[config.mk]
export PLATFORM = sky130hd
export DESIGN_NAME = video_output_config_decode
export DESIGN_NICKNAME = d
export VERILOG_FILES = /design/src/rtl/frame_fifo.v /design/src/rtl/pixel_unpack.v /design/src/rtl/video_output_config_decode.v
export VERILOG_INCLUDE_DIRS = /design/src /design/src/rtl
export SDC_FILE = /design/constraint.sdc
export NUM_CORES = 1
export LEC_CHECK = 0
export ABC_AREA = 1
export BUFFER_PORTS_ARGS = -buffer_cell sky130_fd_sc_hd__buf_2
export CAP_MARGIN = 10
export CELL_PAD_IN_SITES_DETAIL_PLACEMENT = 1
export CELL_PAD_IN_SITES_GLOBAL_PLACEMENT = 1
export CORE_MARGIN = 3
export CORE_UTILIZATION = 36
export DETAILED_ROUTE_END_ITERATION = 6
export GPL_TIMING_DRIVEN = 0
export PLACE_DENSITY_LB_ADDON = 0.1
export RECOVER_POWER = 25
export SYNTH_ARGS = -nofsm -noshare
export SYNTH_HDL_FRONTEND = slang
export SYNTH_SLANG_ARGS = --single-unit
[constraint.sdc]
create_clock -name ref_clk -period 4.82 [get_ports ref_clk]
set_clock_uncertainty 0.1 [all_clocks]
set_input_delay 0.241 -clock ref_clk [delete_from_list [all_inputs] [get_ports ref_clk]]
set_output_delay 0.241 -clock ref_clk [all_outputs]
set_load 0.1 [all_outputs]
[src/rtl/video_cfg_defs.vh]
// constants for the video configuration register and its decode
// assumes inclusion by bare name from the design files
`ifndef VIDEO_CFG_DEFS_VH
`define VIDEO_CFG_DEFS_VH
// field positions within the configuration word
`define KIND_HI        30
`define KIND_LO        29
`define DEPTH_BIT      28
`define BCAST_CLR_BIT  27
`define BASE_CLR_BIT   26
`define AUD_HI         25
`define AUD_LO         23
`define BANK_HI        11
`define BANK_LO        9
`define MASK_HI        7
`define MASK_LO        0
// output kind encodings
`define KIND_OFF       2'h0
`define KIND_VGA       2'h1
`define KIND_COMP1     2'h2
`define KIND_COMP2     2'h3
// reset value of the configuration word
`define CFG_RESET      32'h00000000
// frame geometry
`define PIX_ONE_BIT    6'h20
`define PIX_TWO_BIT    6'h10
// fifo geometry
`define FIFO_DEPTH     16
`define FIFO_AW        4
`endif

[src/rtl/frame_fifo.v]
// frame word fifo with valid/ready on both sides
// assumes one clock and synchronous active-high reset
`timescale 1ns/1ns
module frame_fifo #(
  parameter WIDTH = 32,
  parameter DEPTH = 16,
  parameter AW    = 4
) (
  input  wire             ref_clk,
  input  wire             reset,
  input  wire [WIDTH-1:0] in_data,
  input  wire             in_valid,
  output wire             in_ready,
  output reg  [WIDTH-1:0] out_data,
  output wire             out_valid,
  input  wire             out_ready
);
  reg [WIDTH-1:0] mem [0:DEPTH-1]; // word storage
  reg [AW:0]      wr_reg;          // write pointer with wrap bit
  reg [AW:0]      rd_reg;          // read pointer with wrap bit
  reg             oreg_valid;      // output register holds a word
  wire full  = (wr_reg[AW] != rd_reg[AW]) && (wr_reg[AW-1:0] == rd_reg[AW-1:0]);
  wire empty = (wr_reg == rd_reg);
  wire push  = in_valid && !full;
  // refill the output register whenever it is empty or being taken
  wire pop   = !empty && (!oreg_valid || out_ready);
  assign in_ready  = !full;
  assign out_valid = oreg_valid;
  // storage write and registered read
  always @(posedge ref_clk) begin
    if (push) begin
      mem[wr_reg[AW-1:0]] <= in_data;
    end
    if (pop) begin
      out_data <= mem[rd_reg[AW-1:0]];
    end
  end
  // pointers and output flag
  always @(posedge ref_clk) begin
    if (reset) begin
      wr_reg     <= {(AW+1){1'b0}};
      rd_reg     <= {(AW+1){1'b0}};
      oreg_valid <= 1'b0;
    end else begin
      if (push) begin
        wr_reg <= wr_reg + 1'b1;
      end
      if (pop) begin
        rd_reg <= rd_reg + 1'b1;
      end
      if (pop) begin
        oreg_valid <= 1'b1;
      end else if (out_ready) begin
        oreg_valid <= 1'b0;
      end
    end
  end
endmodule // frame_fifo

[src/rtl/pixel_unpack.v]
// splits a frame word into pixels of one or two bits
// assumes frames arrive with valid/ready and a fixed depth per frame
`timescale 1ns/1ns
`include "video_cfg_defs.vh"
module pixel_unpack (
  input  wire        ref_clk,
  input  wire        reset,
  input  wire        two_bit,
  input  wire [31:0] frame_data,
  input  wire        frame_valid,
  output wire        frame_ready,
  input  wire        pix_take,
  output reg  [1:0]  pix_color,
  output reg         pix_valid
);
  reg [31:0] shift_reg; // remaining pixels, low end first
  reg [5:0]  left_reg;  // pixels left in the frame
  reg        mode_reg;  // depth latched with the frame
  wire last = (left_reg == 6'h01) && pix_take;
  assign frame_ready = (left_reg == 6'h00) || last;
  // load frames and shift out one pixel per take
  always @(posedge ref_clk) begin
    if (reset) begin
      shift_reg <= 32'h00000000;
      left_reg  <= 6'h00;
      mode_reg  <= 1'b0;
      pix_color <= 2'h0;
      pix_valid <= 1'b0;
    end else if (frame_ready && frame_valid) begin
      // depth is sampled per frame so a change never splits a word
      shift_reg <= frame_data;
      mode_reg  <= two_bit;
      left_reg  <= two_bit ? `PIX_TWO_BIT : `PIX_ONE_BIT;
      pix_valid <= 1'b1;
      pix_color <= two_bit ? frame_data[1:0] : {1'b0, frame_data[0]};
    end else if (pix_take && left_reg != 6'h00) begin
      left_reg  <= left_reg - 6'h01;
      // one-bit pixels only ever reach colors 0 and 1
      shift_reg <= mode_reg ? {2'h0, shift_reg[31:2]} : {1'b0, shift_reg[31:1]};
      pix_color <= mode_reg ? shift_reg[3:2] : {1'b0, shift_reg[1]};
      pix_valid <= (left_reg != 6'h01);
    end
  end
endmodule // pixel_unpack

[src/rtl/video_output_config_decode.v]
// per-core video configuration register, frame path and pin routing
// assumes the core reads and writes the register on the core clock
// and that color table entries arrive already expanded to 8-bit pin values
`timescale 1ns/1ns
`include "video_cfg_defs.vh"
module video_output_config_decode (
  input  wire        ref_clk,
  input  wire        reset,
  // register access from the owning core
  input  wire        cfg_write,
  input  wire [31:0] cfg_wdata,
  output reg  [31:0] cfg_rdata,
  // frame words from the wait-for-video feed
  input  wire [31:0] wait_video_feed,
  input  wire        feed_valid,
  output wire        feed_ready,
  // pixel clock tick from the scale logic
  input  wire        pixel_tick,
  // four color entries, one byte each
  input  wire [31:0] color_table,
  // first pll outputs of all eight cores
  input  wire [7:0]  core_pll_first,
  // aural carrier chosen for this generator
  output reg         aural_carrier,
  // shaped chroma/luma parts selected by this core
  output reg         broadcast_chroma_on,
  output reg         baseband_chroma_on,
  // 32 general pins
  output reg  [31:0] video_pins_out,
  output reg  [31:0] video_pins_drive
);
  // stored configuration word, reserved bits included
  reg  [31:0] video_configuration_reg;
  // pipeline of decoded pixel
  wire [1:0]  pix_color;
  wire        pix_valid;
  wire [31:0] fifo_data;
  wire        fifo_valid;
  wire        fifo_ready;
  // field extraction
  wire [1:0]  output_kind_field      = video_configuration_reg[`KIND_HI:`KIND_LO];
  wire        color_depth_bit        = video_configuration_reg[`DEPTH_BIT];
  wire        broadcast_color_enable = video_configuration_reg[`BCAST_CLR_BIT];
  wire        baseband_color_enable  = video_configuration_reg[`BASE_CLR_BIT];
  wire [2:0]  audio_carrier_source   = video_configuration_reg[`AUD_HI:`AUD_LO];
  wire [2:0]  pin_bank_select        = video_configuration_reg[`BANK_HI:`BANK_LO];
  wire [7:0]  pin_drive_mask         = video_configuration_reg[`MASK_HI:`MASK_LO];

  // register write and readback; instantiated once per core
  always @(posedge ref_clk) begin
    if (reset) begin
      video_configuration_reg <= `CFG_RESET;
      cfg_rdata               <= `CFG_RESET;
    end else begin
      if (cfg_write) begin
        video_configuration_reg <= cfg_wdata;
        cfg_rdata               <= cfg_wdata;
      end else begin
        cfg_rdata <= video_configuration_reg;
      end
    end
  end

  // frame words queue here; a full queue stalls the feed
  frame_fifo #(
    .WIDTH (32),
    .DEPTH (`FIFO_DEPTH),
    .AW    (`FIFO_AW)
  ) u_fifo (
    .ref_clk   (ref_clk),
    .reset     (reset),
    .in_data   (wait_video_feed),
    .in_valid  (feed_valid),
    .in_ready  (feed_ready),
    .out_data  (fifo_data),
    .out_valid (fifo_valid),
    .out_ready (fifo_ready)
  );

  // frame word to pixel colors by depth
  pixel_unpack u_unpack (
    .ref_clk     (ref_clk),
    .reset       (reset),
    .two_bit     (color_depth_bit),
    .frame_data  (fifo_data),
    .frame_valid (fifo_valid),
    .frame_ready (fifo_ready),
    .pix_take    (pixel_tick),
    .pix_color   (pix_color),
    .pix_valid   (pix_valid)
  );

  // color entry lookup and lane arrangement
  reg [7:0] color_byte; // selected table entry
  reg [7:0] lane_val;   // value for the eight group pins
  reg       active;     // video is being generated
  always @* begin
    case (pix_color)
      2'h0:    color_byte = color_table[7:0];
      2'h1:    color_byte = color_table[15:8];
      2'h2:    color_byte = color_table[23:16];
      2'h3:    color_byte = color_table[31:24];
      default: color_byte = 8'h00;
    endcase
    active   = 1'b1;
    lane_val = 8'h00;
    case (output_kind_field)
      `KIND_OFF: begin
        active = 1'b0;
      end
      `KIND_VGA: begin
        lane_val = color_byte;
      end
      `KIND_COMP1: begin
        // broadcast nibble high, baseband nibble low
        lane_val = {color_byte[7:4], color_byte[3:0]};
      end
      `KIND_COMP2: begin
        // halves swapped relative to the first arrangement
        lane_val = {color_byte[3:0], color_byte[7:4]};
      end
      default: begin
        active = 1'b0;
      end
    endcase
    if (!pix_valid) begin
      lane_val = 8'h00;
    end
  end

  // reserved bank codes map to no pins; software must avoid them
  wire bank_ok = (pin_bank_select[2] == 1'b0);

  // pin routing, each pin of the bank gated by its mask bit
  genvar g;
  generate
    for (g = 0; g < 32; g = g + 1) begin : pin_route
      wire in_bank = bank_ok && (pin_bank_select[1:0] == g / 8);
      wire mask_on = pin_drive_mask[g % 8];
      always @(posedge ref_clk) begin
        if (reset) begin
          video_pins_out[g]   <= 1'b0;
          video_pins_drive[g] <= 1'b0;
        end else begin
          video_pins_out[g]   <= active && in_bank && mask_on && lane_val[g % 8];
          video_pins_drive[g] <= active && in_bank && mask_on;
        end
      end
    end
  endgenerate

  // chroma gates and aural carrier pick
  always @(posedge ref_clk) begin
    if (reset) begin
      broadcast_chroma_on <= 1'b0;
      baseband_chroma_on  <= 1'b0;
      aural_carrier       <= 1'b0;
    end else begin
      // chroma only matters in the composite arrangements
      broadcast_chroma_on <= output_kind_field[1] && broadcast_color_enable;
      baseband_chroma_on  <= output_kind_field[1] && baseband_color_enable;
      aural_carrier       <= core_pll_first[audio_carrier_source];
    end
  end
endmodule // video_output_config_decode

Yosys cells after proc, flatten, opt, wreduce, memory -nomap -nowiden
Memories as Yosys holds them, arrays and structs flattened. A register that Yosys moved wholly into a read port is not among the register bits.
Index checks and enable logic that the tools add are counted.

storage, ports and cells
  logic and storage cells = 211
  memories kept = 1
  memory bits (writable) = 512
  output and inout bits = 100
  bits of input ports = 109
  register bits after elaboration = 152

memory list
  memory      depth  bits a word  rd ports  clocked after memory_dff  wr ports  RTL line         text
  u_fifo.mem  16     32           1         1                         1         frame_fifo.v:18  reg [WIDTH-1:0] mem [0:DEPTH-1];

operators by class
  muxes and demuxes = 22
  reduce and logical (&&, ||, !) cells = 93
  magnitude comparators = 1
  bitwise operators = 1
  eq/ne operators = 14
  $add $sub $neg = 3

operators with widths
  kind                   count
  $logic_and A1 B1 Y1    80
  $mux W32               2
  $pmux W8 S4            1
  $mux W31               1
  $mux W6                3
  $pmux W8 S2            1
  $eq A2 B2 Y1 const B   6
  $add A5 B1 Y5 const B  2
  $mux W1                8
  $mux W2                4
  $mux W8                1
  $eq A2 B1 Y1 const B   3
  $eq A6 B1 Y1 const B   1
  $logic_not A2 Y1       3
  $logic_not A6 Y1       1
  $ne A6 B1 Y1 const B   1
  $reduce_bool A6 Y1     1
  $sub A6 B1 Y6 const B  1
  $eq A5 B5 Y1           1
  $eq A4 B4 Y1           1
  $lt A3 B4 Y1 const B   1
  $reduce_bool A2 Y1     2
  $bmux W1 S3            1
  $logic_not A1 Y1       3
  other kinds (4)        5

Logic depth before layout (Yosys ltp)
Gate-level depths: netlist (run 1).

  depth after elaboration = 6
  mapped depth = 13
  gate-level depth less buffers = 12

Cells and area by module
From an unflattened synthesis (run 1), not the netlist that was laid out.

second synthesis, totals
  cell total of the unflattened synthesis = 2382
  area total of the unflattened synthesis = 27373.8 um^2

by module, submodules not included
  module                      sequential area each (um^2)  area each (um^2)  instances  cells each
  frame_fifo                  16555.9                      21581.9           1          1601
  video_output_config_decode  1981.9                       3509.6            1          433
  pixel_unpack                820.8                        2282.2            1          348

Least setup slack after synthesis (run 1)
Ideal clock, no wire load.

  path kind = register -> register
  start point = reg u_fifo.rd_reg[0]
  end point = mem u_fifo.mem[3][0] (enable)
  cell stages (with the launch flop) = 9
  slack = 0.834 ns
  required time = 4.259 ns
  clock period less this slack = 3.986 ns
  data arrival time = 3.425 ns
  library setup time = 0.461 ns
  buffers on the path = 2
  path through = dfxtp_1 -> buf_6 -> buf_6 -> nand2_1 -> nand2_1 -> nor2_4 -> nand3_4 -> nand2_4 -> nor3_1

between the ends
  cells in the longest elaborated chain, start to end = 6

ends and longest elaborated chain
  what                           RTL line                         text
  start: declaration             frame_fifo.v:20                  reg [AW:0] rd_reg;
  start signal: assignment       frame_fifo.v:42                  rd_reg <= {(AW+1){1'b0}};
  start signal: assignment       frame_fifo.v:49                  rd_reg <= rd_reg + 1'b1;
  $eq A4 B4 Y1                   frame_fifo.v:22                  wire full = (wr_reg[AW] != rd_reg[AW]) && (wr_reg[AW-1:0] == rd_reg[AW-1:0]);
  $logic_and A1 B1 Y1            frame_fifo.v:22
  $logic_not A1 Y1               --
  via feed_ready                 video_output_config_decode.v:16  output wire feed_ready,
  $logic_and A1 B1 Y1            frame_fifo.v:24                  wire push = in_valid && !full;
  $mux W1                        frame_fifo.v:31                  if (push) begin
  $mux W1 (implied by the code)  frame_fifo.v:32                  mem[wr_reg[AW-1:0]] <= in_data;
  end: declaration               frame_fifo.v:18

The timed path passes the listed nets, and every way through them passes these cells.

Worst setup path in the final report (run 1)
  start point = reg u_fifo.rd_reg[0]
  end point = mem u_fifo.mem[11][4] (enable)

between the ends
  cells in the longest elaborated chain, start to end = 6

ends and longest elaborated chain
  what                           RTL line
  $eq A4 B4 Y1                   frame_fifo.v:22
  $logic_and A1 B1 Y1            frame_fifo.v:22
  $logic_not A1 Y1               frame_fifo.v:24
  $logic_and A1 B1 Y1            frame_fifo.v:24
  $mux W1                        frame_fifo.v:31
  $mux W1 (implied by the code)  frame_fifo.v:32

Every way passes these cells.

==> flow_summary.json, run 1 <==
{
  "dp_hpwl_um": 62350,
  "crit_path_frequent_cell": "buf_6",
  "htreeDepth": 3,
  "grt_pass1_vias": 21140,
  "syn_inst": 2480,
  "viasPerCell": 5.031,
  "clk_pin_slew_ps": 60,
  "slew_violations": 0,
  "dieArea_mm2": 0.08019,
  "fin_crit_sh": 0.6280,
  "cp-endpoint": "u_fifo.mem[11][4]",
  "critPathBufInv": 5,
  "ctsHoldBuffers": 73,
  "p_leak_uw": 0.01242,
  "status": "finished, final reports clean",
  "fmax_mhz": 330.3,
  "root_buffer": "clkbuf_16",
  "core.rowCount": 101,
  "cts_buffers": 79,
  "critPathMaxFanout": 10,
  "gr-total-overflow": 0,
  "clockBufferDepth": 3,
  "track_usage": 0.2205,
  "fp.dieW_um": 283.2,
  "vdd_drop_max_mv": 0.2681,
  "cts_tree": "built",
  "wl_per_cell_um": 22.56,
  "core_region_area_mm2": 0.07608,
  "setup_ws_ps": 1793,
  "r2r_slack_ps": 1790,
  "cp-end-kind": "flop",
  "crit_type": "reg -> reg",
  "synthesis.nets": 2598,
  "r2r_cells": 11,
  "dp.cells": 3741,
  "hold_viol": 0,
  "dr.pass1.iters": 5,
  "numClockSinks": 695,
  "reg2reg_to": "u_fifo.mem[11][4]",
  "p_total_uw": 18300,
  "critPathArrivalTime_ps": 3240,
  "cp.depth": 11,
  "cp_top_family": "simple AND/OR/NAND/NOR gates",
  "required_ps": 5030,
  "relSlewSlack": 0.3740,
  "antenna_found_initial": 11,
  "grt_pass1_wl_um": 133800,
  "fin_cells": 3963,
  "largest_register_ff_count": 512,
  "startpoint": "u_fifo.rd_reg[0]",
  "drc": 0,
  "mappedNetlistArea_mm2": 0.02766,
  "setup_viol": 0,
  "slowest_stage": "nor3_2",
  "dp_slack_ps": 1754,
  "yosys_warnings": 0,
  "startpoint_type": "flop",
  "start_util": 0.3636,
  "layout_commonest_cell": "edfxtp_1",
  "final_antenna_net_count": 0,
  "post_cts_buffers": 0,
  "finish.net_count": 2983,
  "ys_seq_elements": 695,
  "drive_gt1_frac": 0.1445,
  "drt_wl_total_um": 89430,
  "grt_max_degree": 35,
  "die_h_um": 283.2,
  "vias": 19940,
  "slowest_delay_ps": 730,
  "drt_iter0_drc": 1281,
  "routabilityCongestion": 0.8030,
  "path_cells": "buf_6 -> buf_6 -> nand2_1 -> nand2_1 -> nor2_4 -> nand3_4 -> nand2_4 -> nor3_2 -> buf_6 -> buf_6 -> buf_6",
  "max_cap_viol_count": 0,
  "final_cell_mix": "edfxtp_1, nor2_1, nand2_1, o21ai_0, buf_2",
  "worst_pin_slew_ps": 933.8,
  "rsz0062_at_grt": "false",
  "area_delta_synth_final_pct": 21.81,
  "ys_seq_area_frac": 0.6999,
  "clk_latency_ps": 610,
  "syn_area_per_cell_um2": 11.15,
  "io_buffers": 208,
  "cts_resized": 0,
  "hp-class": "in -> reg",
  "yosysUniqueCellTypes": 38,
  "r2r-start": "u_fifo.rd_reg[0]",
  "p_per_area_mw_per_mm2": 543.3,
  "finalCriticalPeriod_ps": 3027,
  "ios": 209
}
kinds of logic (layout without fill, tap and decap cells):
kind of cell	count (synthesis)	count (layout)	share of synthesized area
compound gates	520	520	0.1047
xor+xnor	10	10	0.003167
fa+ha+maj	9	9	0.004072
buf+inv	306	754	0.05085
flops	695	695	0.6999
mux	1	1	0.0003619
other cells	0	5	0
simple gates	939	939	0.1369
cell type report:
class / count / area (um^2)
antenna: 5 / 12.51
buffer: 144 / 795.8
clock buffer: 112 / 2256
clock inverter: 32 / 212.7
fill: 8303 / 42390
inverter: 162 / 610.6
multi-input combinational: 1479 / 7005
sequential: 695 / 19360
tap: 1030 / 1289
timing repair buffer: 304 / 2148
through the flow:
step	TNS (ps)	instance area [um^2]	util	hold WS, ps
global route	0	33690	0.4428	58.94
global placement	-146590	29990	0.3942	351.4
finish	0	33690	0.4428	26.26
detailed placement	0	30510	0.4010	358.4
CTS	0	33710	0.4431	2.646
floorplan	0	27660	-	239.9
cell usage after synthesis (all sizes together):
cell type | count | area share
o31ai | 1 | 0.00045
buf | 75 | 0.019
inv | 161 | 0.022
nand3b | 4 | 0.0011
xor2 | 7 | 0.0022
a211oi | 1 | 0.00027
nor3 | 6 | 0.0011
a21oi | 29 | 0.0052
o21ai | 347 | 0.063
nand4 | 4 | 0.00090
nor2 | 464 | 0.064
or2 | 3 | 0.00068
dfxtp | 151 | 0.11
clkbuf | 69 | 0.0095
mux2i | 1 | 0.00036
ha | 9 | 0.0041
o22ai | 66 | 0.015
nand2 | 351 | 0.049
clkinv | 1 | 0.00014
nand3 | 107 | 0.021
o211ai | 76 | 0.021
edfxtp | 544 | 0.59
xnor2 | 3 | 0.00095
worst reg2reg max path, cell delays in order (launching register included):
cell and delay (ps):
dfxtp_1 360, buf_6 170, buf_6 190, nand2_1 80, nand2_1 110, nor2_4 50, nand3_4 120, nand2_4 140
nor3_2 730, buf_6 280, buf_6 210, buf_6 200
report_power, final:
part / switching (uW) / leakage (uW) / internal [uW]
registers: 240 / 0.00617 / 6960
logic: 3820 / 0.00504 / 1550
clock network: 2380 / 0.00120 / 3360
total: 6440 / 0.0124 / 11900
routing by layer:
layer,part of all wire,track usage,up-vias,routed length [um]
li1,-,-,9366,-
met1,0.42,0.2726,9918,37310
met2,0.51,0.4017,503,45960
met3,0.043,0.03025,146,3860
met4,0.025,0.06244,4,2279
met5,0.00023,0,-,21
worst min-delay path by stage:
stage	from	end	slack, ps	cells after the start
2_1_floorplan	wait_video_feed[0]	u_fifo.mem[0][0]	240	0
3_3_place_gp	video_configuration_reg[26]	baseband_chroma_on	350	2
3_5_place_dp	video_configuration_reg[27]	broadcast_chroma_on	360	2
4_1_cts	core_pll_first[1]	aural_carrier	3	5
5_1_grt	core_pll_first[3]	aural_carrier	60	5
6_report	core_pll_first[3]	aural_carrier	30	5
Note: power is estimated with default switching activity, not from simulation.
==> run 2, diff against run 1 <==
==> constraint.sdc (replaced) <==
create_clock -name ref_clk -period 2.97 [get_ports ref_clk]
set_clock_uncertainty 0.1 [all_clocks]
set_input_delay 0.1485 -clock ref_clk [delete_from_list [all_inputs] [get_ports ref_clk]]
set_output_delay 0.1485 -clock ref_clk [all_outputs]
set_load 0.1 [all_outputs]
==> flow_summary.json, run 2 (same netlist as run 1, synthesis figures left out) <==
{
  "startpoint_type": "flop",
  "power.share.sequential": 0.393,
  "drt_iter0_drc": 1436,
  "clkPwrFrac": 0.315,
  "postLayoutCoreUtil": 0.4456,
  "grt_pass1_vias": 21150,
  "track_usage": 0.2204,
  "largest_register_ff_count": 512,
  "required_ps": 3370,
  "core_region_area_mm2": 0.07608,
  "internal-power_uw": 19310,
  "met3WireLength_um": 4327,
  "clk_latency_ps": 620,
  "slowest_stage": "dlygate4sd3_1",
  "drive_gt1_frac": 0.1469,
  "p_per_area_mw_per_mm2": 877.6,
  "status": "finished, final reports clean",
  "dp_hpwl_um": 62270,
  "fmax_mhz": 353.5,
  "p_sw_uw": 10440,
  "numClockSinks": 695,
  "regArea_mm2": 0.01936,
  "drt_wl_total_um": 88850,
  "io_buffers": 208,
  "cts_buffers": 78,
  "relSlewSlack": 0.4017,
  "start_util": 0.3636,
  "r2r_slack_ps": 140,
  "multi_input_area_mm2": 0.007024,
  "rsz0062_at_grt": "false",
  "whs_ps": 25.05,
  "vdd_drop_max_mv": 0.5625,
  "dp.cells": 3737,
  "critPathMaxFanout": 6,
  "setup_viol": 0,
  "grt_max_degree": 35,
  "grt_pass1_wl_um": 133600,
  "fillerInstances": 8280,
  "slew_violations": 0,
  "dr.pass1.iters": 5,
  "top_layer_used": "met4",
  "min-delay-start": "color_table[4]",
  "final_antenna_net_count": 0,
  "wl_per_cell_um": 22.39,
  "p_leak_uw": 0.01252,
  "fin_crit_sh": 0.9525,
  "cts_tree": "built",
  "met2_length_um": 45440,
  "crit_type": "reg -> reg",
  "hold_viol": 0,
  "routabilityCongestion": 0.8053,
  "clockBufferDepth": 3,
  "whs_path_depth": 6,
  "core.rowCount": 101,
  "clk_pin_slew_ps": 60,
  "placed_area_mm2": 0.03056,
  "fin_tns_setup_ps": 0,
  "critPathArrivalTime_ps": 3230,
  "fp.dieW_um": 283.2,
  "worst_pin_slew_ps": 894.2,
  "die_h_um": 283.2,
  "dieArea_mm2": 0.08019,
  "drc": 0,
  "hp-class": "in -> reg",
  "r2r_cells": 9,
  "max_cap_viol_count": 0,
  "reg2reg_to": "aural_carrier",
  "finish.net_count": 2992,
  "cp-end-kind": "flop",
  "pwr-share-comb": 0.292,
  "fin_cells": 3969,
  "root_buffer": "clkbuf_16",
  "gr-total-overflow": 0,
  "vias": 19950,
  "fin_area_mm2": 0.03390,
  "path_cells": "nor2_1 -> nor2_1 -> o21ai_0 -> dlygate4sd3_1 -> o21ai_0 -> dlygate4sd3_1 -> o21ai_0 -> nor2_1 -> dlygate4sd3_1",
  "antenna_found_initial": 13,
  "wl_met1_um": 36720,
  "ios": 209,
  "htreeDepth": 3,
  "viasPerCell": 5.026,
  "layout_commonest_cell": "edfxtp_1",
  "swShare": 0.3509,
  "r2r-start": "video_configuration_reg[23]",
  "min_to": "video_pins_out[20]",
  "area_delta_synth_final_pct": 22.57,
  "finalCriticalPeriod_ps": 2829,
  "slowest_delay_ps": 580,
  "final_cell_mix": "edfxtp_1, nor2_1, nand2_1, o21ai_0, buf_2"
}
==> run 2: final cells by class <==
type / count / area share
Timing Repair Buffer: 314 / 0.06880
Tap cell: 1030 / 0.03802
Inverter: 162 / 0.01801
Sequential cell: 695 / 0.5712
Clock buffer: 109 / 0.06555
Buffer: 144 / 0.02347
Clock inverter: 30 / 0.007308
Antenna cell: 6 / 0.0004429
Multi-Input combinational cell: 1479 / 0.2072
==> run 2: how the worst max path moves through the flow <==
stage | from | endpoint | slack (ps) | depth (start not counted)
4_1_cts | video_configuration_reg[23] | aural_carrier | 110 | 8
3_3_place_gp | u_fifo.rd_reg[0] | u_fifo.mem[8][4] | -2080 | 10
2_1_floorplan | u_fifo.rd_reg[0] | u_fifo.mem[0][0] | -320 | 10
5_1_grt | u_fifo.rd_reg[0] | u_fifo.mem[14][8] | 8 | 11
3_5_place_dp | u_fifo.rd_reg[0] | u_fifo.mem[12][27] | 110 | 11
6_report | video_configuration_reg[23] | aural_carrier | 140 | 9
==> run 2: repair_timing <==
| action | in CTS | in global routing |
|---|---|---|
| buffers inserted | 0 | 3 |
| resized for setup | 0 | 2 |
| endpoints found under the setup margin | 0 | 7 |
| endpoints found under the hold margin | 596 | 0 |
| hold buffers | 84 | 0 |
==> run 2: worst max-delay path: cells and delay by family, from the launching register on <==
family          cells  cell delay [ps]
compound gates      3              300
buf+inv             3             1700
flops               1              360
simple gates        3              250
==> run 2: stage by stage <==
stage / total power [uW] / setup slack (ps)
after floorplan: 17150 / -319.0
after global placement: 20360 / -2080
after detailed placement: 20570 / 112.8
after CTS: 30130 / 107.2
after global routing: 31460 / 7.716
final: 29750 / 141.2
==> run 2: per-layer routing <==
metal,GRT usage,vias up
li1,-,9383
met1,0.2712,9930
met2,0.3976,497
met3,0.03620,137
met4,0.06463,0
met5,0,-
==> run 2: power by group through the flow <==
stage	sequential, uW	combinational, uW	clock, uW
global route	11800	9680	10000
CTS	11700	8810	9610
floorplan	12000	5170	0
finish	11700	8700	9360
detailed placement	11900	8660	0
global placement	11900	8460	0
